**src/rtl/lar_pkg.sv**
```systemverilog
// Constants for the link acknowledge status and link control registers
//////////////////////////////////////////////////////////////////////////////
//////////////////////////////////////////////////////////////////////////////
package lar_pkg;

  // Register byte offsets
  localparam logic [7:0]  LAR_BULK_ACK_OFF   = 8'h08;
  localparam logic [7:0]  LAR_LINK_CTRL_OFF  = 8'h0c;
  localparam logic [7:0]  LAR_DIAGNOSTIC_TEST_REGISTER_OFF       = 8'h30;

  // Bulk ack status fields
  localparam int unsigned LAR_ACK_FLAG_BIT   = 23;
  localparam int unsigned LAR_ACK_CODE_LSB   = 24;
  localparam int unsigned LAR_ACK_VALID_BIT  = 31;

  // Link control fields
  localparam int unsigned LAR_TRANSMITTER_ENABLE_BIT       = 0;
  localparam int unsigned LAR_SELFID_BIT     = 1;
  localparam int unsigned LAR_BUSY_BIT       = 2;
  localparam int unsigned LAR_CTDR_VAL_BIT   = 5;
  localparam int unsigned LAR_CTDR_DIR_BIT   = 6;
  localparam int unsigned LAR_TXRST_BIT      = 10;
  localparam int unsigned LAR_RXRST_BIT      = 11;
  localparam int unsigned LAR_PEND_BIT       = 13;
  localparam logic [31:0] LAR_LINK_CONTROL_RST      = 32'h0000_2040;
  localparam logic [31:0] LAR_LINK_CONTROL_WMASK    = 32'h0000_2c67;

  // Diagnostic fields
  localparam int unsigned LAR_DIAGNOSTIC_TEST_REGISTER_DIAGNOSTIC_TEST_REGISTER_REGISTER_WRITE_ENABLE_BIT = 0;
  localparam int unsigned LAR_DIAGNOSTIC_TEST_REGISTER_PIN_BIT   = 1;

  // Ack field values
  localparam logic [4:0]  LAR_ACK_RST        = 5'h00;
  localparam logic [3:0]  LAR_EXT_TIMEOUT    = 4'h0;
  localparam logic [3:0]  LAR_EXT_LONG       = 4'h1;
  localparam logic [3:0]  LAR_EXT_SHORT      = 4'h2;
  localparam logic [3:0]  LAR_ACK_COMPLETE   = 4'h1;
  localparam logic [3:0]  LAR_ACK_PENDING    = 4'h2;
  localparam logic [3:0]  LAR_ACK_BUSY_X     = 4'h4;

  // Bus responses
  localparam logic [1:0]  LAR_RESP_OKAY      = 2'h0;
  localparam logic [1:0]  LAR_RESP_SLVERR    = 2'h2;

endpackage : lar_pkg

```
**src/rtl/lar_regs.sv**
```systemverilog
// Bulk ack status, link control and diagnostic_test_register write gate behind AXI4-Lite
//
// Our own choice: the AXI4-Lite slave port.
`timescale 1ns/1ps
module lar_regs (
  // Clock and reset
  input  wire logic        ref_clk_i,
  input  wire logic        sys_rst_i,
  input  wire logic        soft_rst_i,
  // AXI4-Lite write address and data
  input  wire logic        s_axi_awvalid,
  output logic             s_axi_awready,
  input  wire logic [7:0]  s_axi_awaddr,
  input  wire logic        s_axi_wvalid,
  output logic             s_axi_wready,
  input  wire logic [31:0] s_axi_wdata,
  input  wire logic [3:0]  s_axi_wstrb,
  // AXI4-Lite write response
  output logic             s_axi_bvalid,
  input  wire logic        s_axi_bready,
  output logic [1:0]       s_axi_bresp,
  // AXI4-Lite read
  input  wire logic        s_axi_arvalid,
  output logic             s_axi_arready,
  input  wire logic [7:0]  s_axi_araddr,
  output logic             s_axi_rvalid,
  input  wire logic        s_axi_rready,
  output logic [31:0]      s_axi_rdata,
  output logic [1:0]       s_axi_rresp,
  // Bulk FIFO ack results from the transmitter
  input  wire logic        ack_normal_i,
  input  wire logic [3:0]  ack_code_i,
  input  wire logic        ack_timeout_i,
  input  wire logic        ack_long_i,
  input  wire logic        ack_short_i,
  // Transmitter control
  input  wire logic        tx_arb_req_i,
  output logic             tx_go_o,
  output logic             transmitter_enable_o,
  output logic             transmitter_soft_reset_o,
  // Receiver control
  output logic             self_id_receive_enable_o,
  output logic             receiver_soft_reset_o,
  input  wire logic        rx_ackable_i,
  input  wire logic        rx_write_lock_i,
  input  wire logic        rx_fifo_room_i,
  output logic             rx_ack_strobe_o,
  output logic [3:0]       rx_ack_code_o,
  // Contender pin
  input  wire logic        contender_i,
  output logic             contender_o,
  output logic             contender_oe_n_o
);
  import lar_pkg::*;

  //////////////////////////////////////////////////////////////////////////
  // State
  logic        aw_full_q, w_full_q, bvalid_q, awready_q, wready_q;
  logic        aw_full_d, w_full_d, bvalid_d;
  logic [7:0]  awaddr_q;
  logic [31:0] wdata_q;
  logic [3:0]  wstrb_q;
  logic [1:0]  bresp_q;
  logic        arready_q, rvalid_q;
  logic [31:0] rdata_q;
  logic [1:0]  rresp_q;
  logic [4:0]  ack_code_q;
  logic        ack_valid_q;
  logic [31:0] link_control_q;
  logic        diagnostic_test_register_register_write_enable_q;
  logic        pin_q;
  logic        tx_go_q;
  logic        rx_strobe_q;
  logic [3:0]  rx_code_q;

  logic        do_write, do_read, any_rst;
  logic        wr_back, wr_link_control, wr_diagnostic_test_register, wr_hit;
  logic        rd_back, rd_hit;
  logic        ack_evt;
  logic [4:0]  ack_new;
  logic [31:0] back_word, link_control_word, diagnostic_test_register_word;
  logic [31:0] wmask;

  assign any_rst = sys_rst_i | soft_rst_i;

  //////////////////////////////////////////////////////////////////////////
  // Write channel: address and data taken in either order
  assign do_write = aw_full_q & w_full_q & ~bvalid_q;

  always_comb begin
    aw_full_d = aw_full_q | (s_axi_awvalid & awready_q);
    w_full_d  = w_full_q | (s_axi_wvalid & wready_q);
    if (do_write) begin
      aw_full_d = 1'b0;
      w_full_d  = 1'b0;
    end
    bvalid_d = (bvalid_q & ~s_axi_bready) | do_write;
  end

  always_ff @(posedge ref_clk_i) begin
    if (sys_rst_i) begin
      aw_full_q <= 1'b0;
      w_full_q  <= 1'b0;
      bvalid_q  <= 1'b0;
      awready_q <= 1'b0;
      wready_q  <= 1'b0;
      bresp_q   <= LAR_RESP_OKAY;
    end else begin
      aw_full_q <= aw_full_d;
      w_full_q  <= w_full_d;
      bvalid_q  <= bvalid_d;
      awready_q <= ~aw_full_d & ~bvalid_d;
      wready_q  <= ~w_full_d & ~bvalid_d;
      if (do_write) begin
        bresp_q <= wr_hit ? LAR_RESP_OKAY : LAR_RESP_SLVERR;
      end
    end
  end

  always_ff @(posedge ref_clk_i) begin
    if (sys_rst_i) begin
      awaddr_q <= 8'h00;
      wdata_q  <= 32'h0000_0000;
      wstrb_q  <= 4'h0;
    end else begin
      if (s_axi_awvalid & awready_q) begin
        awaddr_q <= s_axi_awaddr;
      end
      if (s_axi_wvalid & wready_q) begin
        wdata_q <= s_axi_wdata;
        wstrb_q <= s_axi_wstrb;
      end
    end
  end

  assign wr_back  = do_write & (awaddr_q[7:2] == LAR_BULK_ACK_OFF[7:2]);
  assign wr_link_control = do_write & (awaddr_q[7:2] == LAR_LINK_CTRL_OFF[7:2]);
  assign wr_diagnostic_test_register  = do_write & (awaddr_q[7:2] == LAR_DIAGNOSTIC_TEST_REGISTER_OFF[7:2]);
  assign wr_hit   = wr_back | wr_link_control | wr_diagnostic_test_register;

  // Byte lane mask from the strobes
  genvar gi;
  generate
    for (gi = 0; gi < 4; gi++) begin : g_lane
      assign wmask[gi*8 +: 8] = {8{wstrb_q[gi]}};
    end
  endgenerate

  //////////////////////////////////////////////////////////////////////////
  // Read channel: one word, answered the cycle after the address is taken
  assign do_read = s_axi_arvalid & arready_q;
  assign rd_back = do_read & (s_axi_araddr[7:2] == LAR_BULK_ACK_OFF[7:2]);
  assign rd_hit  = rd_back
                 | (s_axi_araddr[7:2] == LAR_LINK_CTRL_OFF[7:2])
                 | (s_axi_araddr[7:2] == LAR_DIAGNOSTIC_TEST_REGISTER_OFF[7:2]);

  always_comb begin
    back_word = 32'h0000_0000;
    back_word[LAR_ACK_CODE_LSB +: 4] = ack_code_q[3:0];
    back_word[LAR_ACK_FLAG_BIT]      = ack_code_q[4];
    back_word[LAR_ACK_VALID_BIT]     = ack_valid_q;
    link_control_word = link_control_q & LAR_LINK_CONTROL_WMASK;
    diagnostic_test_register_word  = 32'h0000_0000;
    diagnostic_test_register_word[LAR_DIAGNOSTIC_TEST_REGISTER_DIAGNOSTIC_TEST_REGISTER_REGISTER_WRITE_ENABLE_BIT] = diagnostic_test_register_register_write_enable_q;
    diagnostic_test_register_word[LAR_DIAGNOSTIC_TEST_REGISTER_PIN_BIT]   = pin_q;
  end

  always_ff @(posedge ref_clk_i) begin
    if (sys_rst_i) begin
      arready_q <= 1'b0;
      rvalid_q  <= 1'b0;
      rdata_q   <= 32'h0000_0000;
      rresp_q   <= LAR_RESP_OKAY;
    end else begin
      if (do_read) begin
        rvalid_q  <= 1'b1;
        arready_q <= 1'b0;
        rresp_q   <= rd_hit ? LAR_RESP_OKAY : LAR_RESP_SLVERR;
        if (s_axi_araddr[7:2] == LAR_BULK_ACK_OFF[7:2]) begin
          rdata_q <= back_word;
        end else if (s_axi_araddr[7:2] == LAR_LINK_CTRL_OFF[7:2]) begin
          rdata_q <= link_control_word;
        end else if (s_axi_araddr[7:2] == LAR_DIAGNOSTIC_TEST_REGISTER_OFF[7:2]) begin
          rdata_q <= diagnostic_test_register_word;
        end else begin
          rdata_q <= 32'h0000_0000;
        end
      end else if (rvalid_q & s_axi_rready) begin
        rvalid_q  <= 1'b0;
        arready_q <= 1'b1;
      end else if (~rvalid_q) begin
        arready_q <= 1'b1;
      end
    end
  end

  //////////////////////////////////////////////////////////////////////////
  // Bulk ack status
  assign ack_evt = ack_normal_i | ack_timeout_i | ack_long_i | ack_short_i;

  // Timeout outranks a malformed ack, which outranks a normal code
  always_comb begin
    if (ack_timeout_i) begin
      ack_new = {1'b1, LAR_EXT_TIMEOUT};
    end else if (ack_long_i) begin
      ack_new = {1'b1, LAR_EXT_LONG};
    end else if (ack_short_i) begin
      ack_new = {1'b1, LAR_EXT_SHORT};
    end else begin
      ack_new = {1'b0, ack_code_i};
    end
  end

  // New ack beats a software write or a read clear in the same cycle
  always_ff @(posedge ref_clk_i) begin
    if (any_rst) begin
      ack_code_q  <= LAR_ACK_RST;
      ack_valid_q <= 1'b0;
    end else if (ack_evt) begin
      ack_code_q  <= ack_new;
      ack_valid_q <= 1'b1;
    end else if (wr_back & diagnostic_test_register_register_write_enable_q) begin
      if (wstrb_q[2]) begin
        ack_code_q[4] <= wdata_q[LAR_ACK_FLAG_BIT];
      end
      if (wstrb_q[3]) begin
        ack_code_q[3:0] <= wdata_q[LAR_ACK_CODE_LSB +: 4];
        ack_valid_q     <= wdata_q[LAR_ACK_VALID_BIT];
      end
    end else if (rd_back) begin
      ack_valid_q <= 1'b0;
    end
  end

  //////////////////////////////////////////////////////////////////////////
  // Link control; reset bits live one cycle so each write is one pulse
  always_ff @(posedge ref_clk_i) begin
    if (any_rst) begin
      link_control_q <= LAR_LINK_CONTROL_RST;
    end else if (wr_link_control) begin
      link_control_q <= ((link_control_q & ~wmask) | (wdata_q & wmask))
               & LAR_LINK_CONTROL_WMASK;
    end else begin
      link_control_q[LAR_TXRST_BIT] <= 1'b0;
      link_control_q[LAR_RXRST_BIT] <= 1'b0;
    end
  end

  // Diagnostic_test_register write gate and a sampled view of the contender pin
  always_ff @(posedge ref_clk_i) begin
    if (any_rst) begin
      diagnostic_test_register_register_write_enable_q <= 1'b0;
      pin_q   <= 1'b0;
    end else begin
      pin_q <= contender_i;
      if (wr_diagnostic_test_register & wstrb_q[0]) begin
        diagnostic_test_register_register_write_enable_q <= wdata_q[LAR_DIAGNOSTIC_TEST_REGISTER_DIAGNOSTIC_TEST_REGISTER_REGISTER_WRITE_ENABLE_BIT];
      end
    end
  end

  //////////////////////////////////////////////////////////////////////////
  // Transmitter gate: a transmit reset also drops any grant in flight
  always_ff @(posedge ref_clk_i) begin
    if (any_rst | link_control_q[LAR_TXRST_BIT]) begin
      tx_go_q <= 1'b0;
    end else begin
      tx_go_q <= tx_arb_req_i & link_control_q[LAR_TRANSMITTER_ENABLE_BIT];
    end
  end

  // Receiver ack answer
  always_ff @(posedge ref_clk_i) begin
    if (any_rst | link_control_q[LAR_RXRST_BIT]) begin
      rx_strobe_q <= 1'b0;
      rx_code_q   <= 4'h0;
    end else begin
      rx_strobe_q <= rx_ackable_i;
      if (rx_ackable_i) begin
        if (link_control_q[LAR_BUSY_BIT]) begin
          rx_code_q <= LAR_ACK_BUSY_X;
        end else if (~rx_fifo_room_i) begin
          rx_code_q <= LAR_ACK_BUSY_X;
        end else if (rx_write_lock_i & ~link_control_q[LAR_PEND_BIT]) begin
          rx_code_q <= LAR_ACK_COMPLETE;
        end else begin
          rx_code_q <= LAR_ACK_PENDING;
        end
      end
    end
  end

  //////////////////////////////////////////////////////////////////////////
  // Outputs
  assign s_axi_awready = awready_q;
  assign s_axi_wready  = wready_q;
  assign s_axi_bvalid  = bvalid_q;
  assign s_axi_bresp   = bresp_q;
  assign s_axi_arready = arready_q;
  assign s_axi_rvalid  = rvalid_q;
  assign s_axi_rdata   = rdata_q;
  assign s_axi_rresp   = rresp_q;

  assign tx_go_o                  = tx_go_q;
  assign transmitter_enable_o     = link_control_q[LAR_TRANSMITTER_ENABLE_BIT];
  assign transmitter_soft_reset_o = link_control_q[LAR_TXRST_BIT];
  assign self_id_receive_enable_o = link_control_q[LAR_SELFID_BIT];
  assign receiver_soft_reset_o    = link_control_q[LAR_RXRST_BIT];
  assign rx_ack_strobe_o          = rx_strobe_q;
  assign rx_ack_code_o            = rx_code_q;
  // Enable is low while driving, so the direction bit maps straight on
  assign contender_o      = link_control_q[LAR_CTDR_VAL_BIT];
  assign contender_oe_n_o = link_control_q[LAR_CTDR_DIR_BIT];
endmodule : lar_regs

```
**config.mk**
```make
export PLATFORM = sky130hd
export DESIGN_NAME = lar_regs
export DESIGN_NICKNAME = d
export VERILOG_FILES = /design/src/rtl/lar_pkg.sv /design/src/rtl/lar_regs.sv
export SDC_FILE = /design/constraint.sdc
export NUM_CORES = 1
export LEC_CHECK = 0
export BUFFER_PORTS_ARGS = -buffer_cell sky130_fd_sc_hd__clkbuf_2
export CAP_MARGIN = 20
export CELL_PAD_IN_SITES_DETAIL_PLACEMENT = 0
export CELL_PAD_IN_SITES_GLOBAL_PLACEMENT = 2
export CORE_MARGIN = 5
export CORE_UTILIZATION = 27
export DETAILED_ROUTE_END_ITERATION = 10
export PLACE_DENSITY = 0.85
export RECOVER_POWER = 100
export SKIP_CTS_REPAIR_TIMING = 1
export SLEW_MARGIN = 5
export SYNTH_ARGS = -nofsm -noshare
export SYNTH_HDL_FRONTEND = slang
export SYNTH_SLANG_ARGS = --single-unit
```
**constraint.sdc**
```tcl
create_clock -name ref_clk_i -period 3.9 [get_ports ref_clk_i]
set_input_delay 0.585 -clock ref_clk_i [delete_from_list [all_inputs] [get_ports ref_clk_i]]
set_output_delay 0.585 -clock ref_clk_i [all_outputs]
set_load 0.005 [all_outputs]
```
==> results of run 1 <==
[layer usage]
layer  GRT usage  share of wire  up-vias
met5           0              0        -
met4      0.0343          0.011        0
met3      0.0495          0.096        6
met2       0.171           0.44       82
met1       0.146           0.45     1022
li1            -              -     1186
[through the flow]
| step | hold WS (ps) | power (W) | cells | area (µm²) |
|---|---|---|---|---|
| after floorplan | 432 | 0.000824 | 327 | 2790 |
| after global placement | 446 | 0.000855 | 507 | 3150 |
| after detailed placement | 447 | 0.000857 | 507 | 3150 |
| after CTS | 427 | 0.00145 | 523 | 3360 |
| after global routing | 427 | 0.00150 | 523 | 3330 |
| final | 438 | 0.00143 | 523 | 3330 |
[how the worst min path moves through the flow]
stage	from	end	slack, ps	cells past startpoint
2_1_floorplan	ack_code_q[0]	ack_code_q[0]	430	2
3_3_place_gp	wdata_q[27]	wdata_q[27]	450	2
3_5_place_dp	ack_code_q[3]	ack_code_q[3]	450	2
4_1_cts	tx_arb_req_i	tx_go_o	430	3
5_1_grt	tx_arb_req_i	tx_go_o	430	3
6_report	contender_i	pin_q	440	2
[power groups by stage]
stage	Clock (W)	Combinational, W	Sequential [W]
after floorplan	0	0.0000798	0.000744
after global placement	0	0.000106	0.000749
after detailed placement	0	0.000108	0.000749
after CTS	0.000613	0.000109	0.000733
after global routing	0.000643	0.000122	0.000736
final	0.000594	0.000105	0.000733
[worst register-to-register path: stages (launching register included)]
cell     delay [ps]
dfxtp_1         330
or4b_4          580
nor4_4          340
a21oi_2         180
or4_1           490
a21oi_1         140
[area by class of cell]
| class | count | area share |
|---|---|---|
| flip-flops and latches | 68 | 0.409 |
| multi-input cells | 221 | 0.361 |
| repair buffers | 82 | 0.115 |
| well taps | 133 | 0.0499 |
| clock buffers | 9 | 0.0372 |
| clock inverters | 7 | 0.0244 |
| inverters | 3 | 0.00338 |
[kinds of logic after synthesis]
logic type | count (synthesis) | synth area share
DFF | 68 | 0.502
buffers and inverters | 38 | 0.0825
other | 1 | 0.00138
muxes | 12 | 0.0443
and+or+nand+nor | 131 | 0.239
AOI/OAI and AO/OA | 57 | 0.131
[placed cells by master (no fill, tap or decap), types with 2 or more instances in the layout]
| master | instances |
|---|---|
| dfxtp_1 | 68 |
| clkbuf_2 | 61 |
| nand2_1 | 59 |
| a21oi_1 | 33 |
| conb_1 | 21 |
| clkbuf_1 | 21 |
| nor2_1 | 19 |
| a22o_1 | 12 |
| mux2i_1 | 12 |
| nor3_1 | 11 |
| clkbuf_8 | 9 |
| nand3_1 | 8 |
| nor4_1 | 5 |
| or3_1 | 4 |
| a31oi_1 | 4 |
| and2_1 | 3 |
| nor3b_1 | 3 |
| inv_1 | 3 |
| nand4_1 | 3 |
| inv_6 | 3 |
| or2_1 | 2 |
| nor2b_1 | 2 |
| nand2b_1 | 2 |
| o21a_1 | 2 |
| clkinv_4 | 2 |
==> results.cfg, run 1 <==
[yosys]
synth_ff_type = dfxtp_1
yosysSeqAreaShare = 0.502
synth_top_area_frac = 0.502
async_reset_ff_frac = 0
synth_commonest_cells = dfxtp_1 (68), nand2_1 (59), a21oi_1 (33)
synth_most_common_cell = dfxtp_1
synth.avg_cell_area_um2 = 8.84
synth_edf_count = 0
syn_area_um2 = 2710
ys_top_cells_by_area = dfxtp_1 (50%), nand2_1 (8.2%), a21oi_1 (6.1%)
yosys_warnings = 0
netlist_instances = 307
synth_area_leader_cell = dfxtp_1
yosys_register_bits = 68
ys_types = 40

[sta]
fin_crit_ps = 2730
slew_violations = 40
tightest_slew_ps = 1830
final_hold_viol_count = 0
max_freq_mhz = 366
setup_violations = 0
grt_setup_unrepaired = no
skew_ps = 10.7
fin_ws_ps = 1170
tns_ps = 0
final.period_utilization = 0.700
slew_headroom = -0.221

[global_route]
grt_usage = 0.113
overflow = 0
grt_max_degree = 40
grt_pass1_vias = 2147
grt_pass1_wl_um = 10600
antenna_found_initial = 0

[finish]
n_antenna_cell = 0
nNetsFinal = 458
multi_input_area_um2 = 1200
drive_above_1_share = 0.208
fillers = 1058
register_area_um2 = 1360
syn_to_final_growth_pct = 22.8
utilization = 0.341

[min_path]
min_path_type = in2reg

[routing]
wl_per_cell_um = 13.0
via_per_inst = 4.39
ant_nets = 0
drc_errors = 0
wirelength_um = 6790
vias = 2296
firstDrtPassIters = 4
drt_iter0_markers = 80

[setup_path]
arrival_ps = 2920
cp_slowest_stage_delay_ps = 1290
endpoint_kind = flop
cp-startpoint = sys_rst_i
crit_chain = clkbuf_1, or2_0, nor3_1
criticalPathCategory = in2reg
reg2reg_depth = 5
worstSetupPathDepth = 3
rrSetupSlack_ps = 1770
required_ps = 4090
reg2reg_to = ack_code_q[1]
rr_startpoint = awaddr_q[5]
critPathMaxFanout = 39
crit_path_start_kind = primary input
slowest_stage = clkbuf_1
cp_num_buf_inv = 1
crit_family = buffers and inverters

[pwr]
seqPwrFrac = 0.512
comb_power_share = 0.074
clkPwrFrac = 0.415
intPower_w = 0.00106
switchingPower_w = 0.000368
p_leak_nw = 1.34
power.density_nw_per_um2 = 430
ir_worst_vdd_v = 0.000172
p_sw_frac = 0.257

[floorplanning]
initial_core_util = 0.278
dieArea_um2 = 12200
die_h_um = 110
core.rowCount = 36
coreArea_um2 = 9770
die_width_um = 110
io_pins = 126

[clocking]
cts-root-buf = clkbuf_8
insertion_delay_ps = 350
numCtsBuffers = 9
clk_pin_slew_ps = 80
cts_buffer_depth = 2
cts.sinks = 68
cts_tree = yes
htreeDepth = 3

[status]
violations = capacitance limit, slew limit
status = finished, violations left

[placed_design]
dp_hpwl_um = 5240
io_buffers = 82
pre_cts_ws_ps = 1420
gp_congestion = 0.771

[run]
maxCapViolations = 1
Power figures use the tool's default switching activity.
==> inputs of run 2 (changes only) <==
- CORE_UTILIZATION: 27 -> 23
- PLACE_DENSITY: 0.85 -> 0.77
- clock period: 3.9 -> 2.3 ns (I/O delays scaled with it)
==> run 2 against run 1 <==
The flow now finishes without violations. Non-clock buffer count rose by 4. Largest cell class unchanged. Clock-buffer cell count rose by 2. Critical path depth rose by 2. Sequential share of layout area fell by 1.7 points. Register-to-register slack got worse by 1600 ps. Critical path type is now reg2reg.
==> results.cfg, run 2 (synthesis gave the netlist of run 1 again) <==
[status]
status = complete, no violations

[global_route]
grt_pass1_wl_um = 11600
antenna_found_initial = 0
grt_usage = 0.103
grt_pass1_vias = 2225
overflow = 0
met3_usage = 0.0372
met2_usage = 0.167
grt_max_degree = 21
grtUsageMet1 = 0.127
top_usage_layer = met2

[sta]
tns_ps = 0
tightest_slew_ps = 1020
max_freq_mhz = 471
skew_ps = 5.65
final.period_utilization = 0.923
grt_setup_unrepaired = no
final_hold_viol_count = 0
slew_headroom = 0.320
fin_crit_ps = 2120
setup_violations = 0
slew_violations = 0
fin_ws_ps = 177

[setup_path]
reg2reg_depth = 5
rrSetupSlack_ps = 180
endpoint_kind = flop
rr_startpoint = awaddr_q[5]
crit_path_start_kind = flop
cp_slowest_stage_delay_ps = 580
criticalPathCategory = reg2reg
critPathMaxFanout = 9
reg2reg_to = ack_code_q[1]
crit_chain = or4b_4, nor4_4, a21oi_2, or4_1, a21oi_1
cp_num_buf_inv = 0
arrival_ps = 2370
slowest_stage = or4b_4
crit_family = simple AND/OR/NAND/NOR gates
required_ps = 2540

[floorplanning]
die_width_um = 119
initial_core_util = 0.236
dieArea_um2 = 14100
die_h_um = 119
core.rowCount = 39
io_pins = 126
coreArea_um2 = 11500

[min_path]
min_path_cells = 2
min_path_type = in2reg
hp-start = contender_i
holdPathEnd = pin_q

[finish]
nNetsFinal = 462
layout_commonest_cell = dfxtp_1
layout_common_cells = dfxtp_1 (68), nand2_1 (59), clkbuf_2 (59), a21oi_1 (33), clkbuf_1 (23)
utilization = 0.302
n_antenna_cell = 0
drive_above_1_share = 0.211
syn_to_final_growth_pct = 28.2

[placed_design]
dp_hpwl_um = 5600
pre_cts_ws_ps = 188
io_buffers = 82
gp_congestion = 0.744

[pwr]
seqPwrFrac = 0.441
clkPwrFrac = 0.494
intPower_w = 0.00219
switchingPower_w = 0.000632
p_leak_nw = 1.40
power.density_nw_per_um2 = 812
ir_worst_vdd_v = 0.000275
p_sw_frac = 0.224
comb_power_share = 0.065

[routing]
firstDrtPassIters = 4
drt_iter0_markers = 78
vias = 2256
ant_nets = 0
wirelength_um = 7190
via_per_inst = 4.20
wl_per_cell_um = 13.4
drc_errors = 0

[clocking]
cts.sinks = 68
cts_tree = yes
cts-root-buf = clkbuf_16
cts_buffer_depth = 2
clk_pin_slew_ps = 60
insertion_delay_ps = 320
numCtsBuffers = 9
htreeDepth = 3

[run]
maxCapViolations = 0
## run 2: cell types whose count changed in the layout (fill, tap and decap cells not counted), moves of 2 or more
| cell | previous run | this run |
|---|---|---|
| buf_4 | 0 | 4 |
| clkbuf_8 | 9 | 2 |
| clkinv_4 | 2 | 0 |
| clkbuf_2 | 61 | 59 |
| clkbuf_1 | 21 | 23 |
| inv_6 | 3 | 1 |
| clkbuf_16 | 0 | 9 |
## run 2: stage by stage
| step | instances | power [W] | hold slack, ps | cell area [µm²] |
|---|---|---|---|---|
| finish | 537 | 0.00282 | 241 | 3480 |
| global route | 537 | 0.00296 | 229 | 3480 |
| CTS | 537 | 0.00288 | 229 | 3510 |
| detailed placement | 521 | 0.00146 | 447 | 3200 |
| global placement | 521 | 0.00146 | 444 | 3200 |
| floorplan | 327 | 0.00140 | 432 | 2790 |
## run 2: per-layer routing
| metal | wire length (µm) | vias to the layer above |
|---|---|---|
| met2 | 3290 | 63 |
| met3 | 443 | 11 |
| met4 | 116 | 0 |
| met5 | 0 | - |
| li1 | - | 1189 |
| met1 | 3340 | 993 |
## run 2: layout make-up
type                       count  area (µm²)
multi-input combinational    221        1200
sequential                    68        1360
inverter                       3        11.3
clock buffer                  11         253
fill                        1239        8040
timing repair buffer          86         412
clock inverter                 5        58.8
tap                          143         179
## run 2: how the worst max path moves through the flow
stage / from / cells after the start / endpoint / slack, ps
after CTS: awaddr_q[5] / 5 / ack_code_q[1] / 170
after floorplan: awaddr_q[5] / 5 / ack_code_q[1] / 350
final: awaddr_q[5] / 5 / ack_code_q[1] / 180
after global routing: awaddr_q[5] / 5 / ack_code_q[1] / 50
after global placement: awaddr_q[5] / 5 / ack_code_q[1] / 200
after detailed placement: awaddr_q[5] / 5 / ack_code_q[1] / 190
## run 2: power groups by stage
stage / Sequential (W) / Clock [W] / Combinational [W]
after detailed placement: 0.00127 / 0 / 0.000188
after floorplan: 0.00126 / 0 / 0.000135
after CTS: 0.00125 / 0.00144 / 0.000189
final: 0.00125 / 0.00140 / 0.000182
after global placement: 0.00127 / 0 / 0.000186
after global routing: 0.00125 / 0.00150 / 0.000209
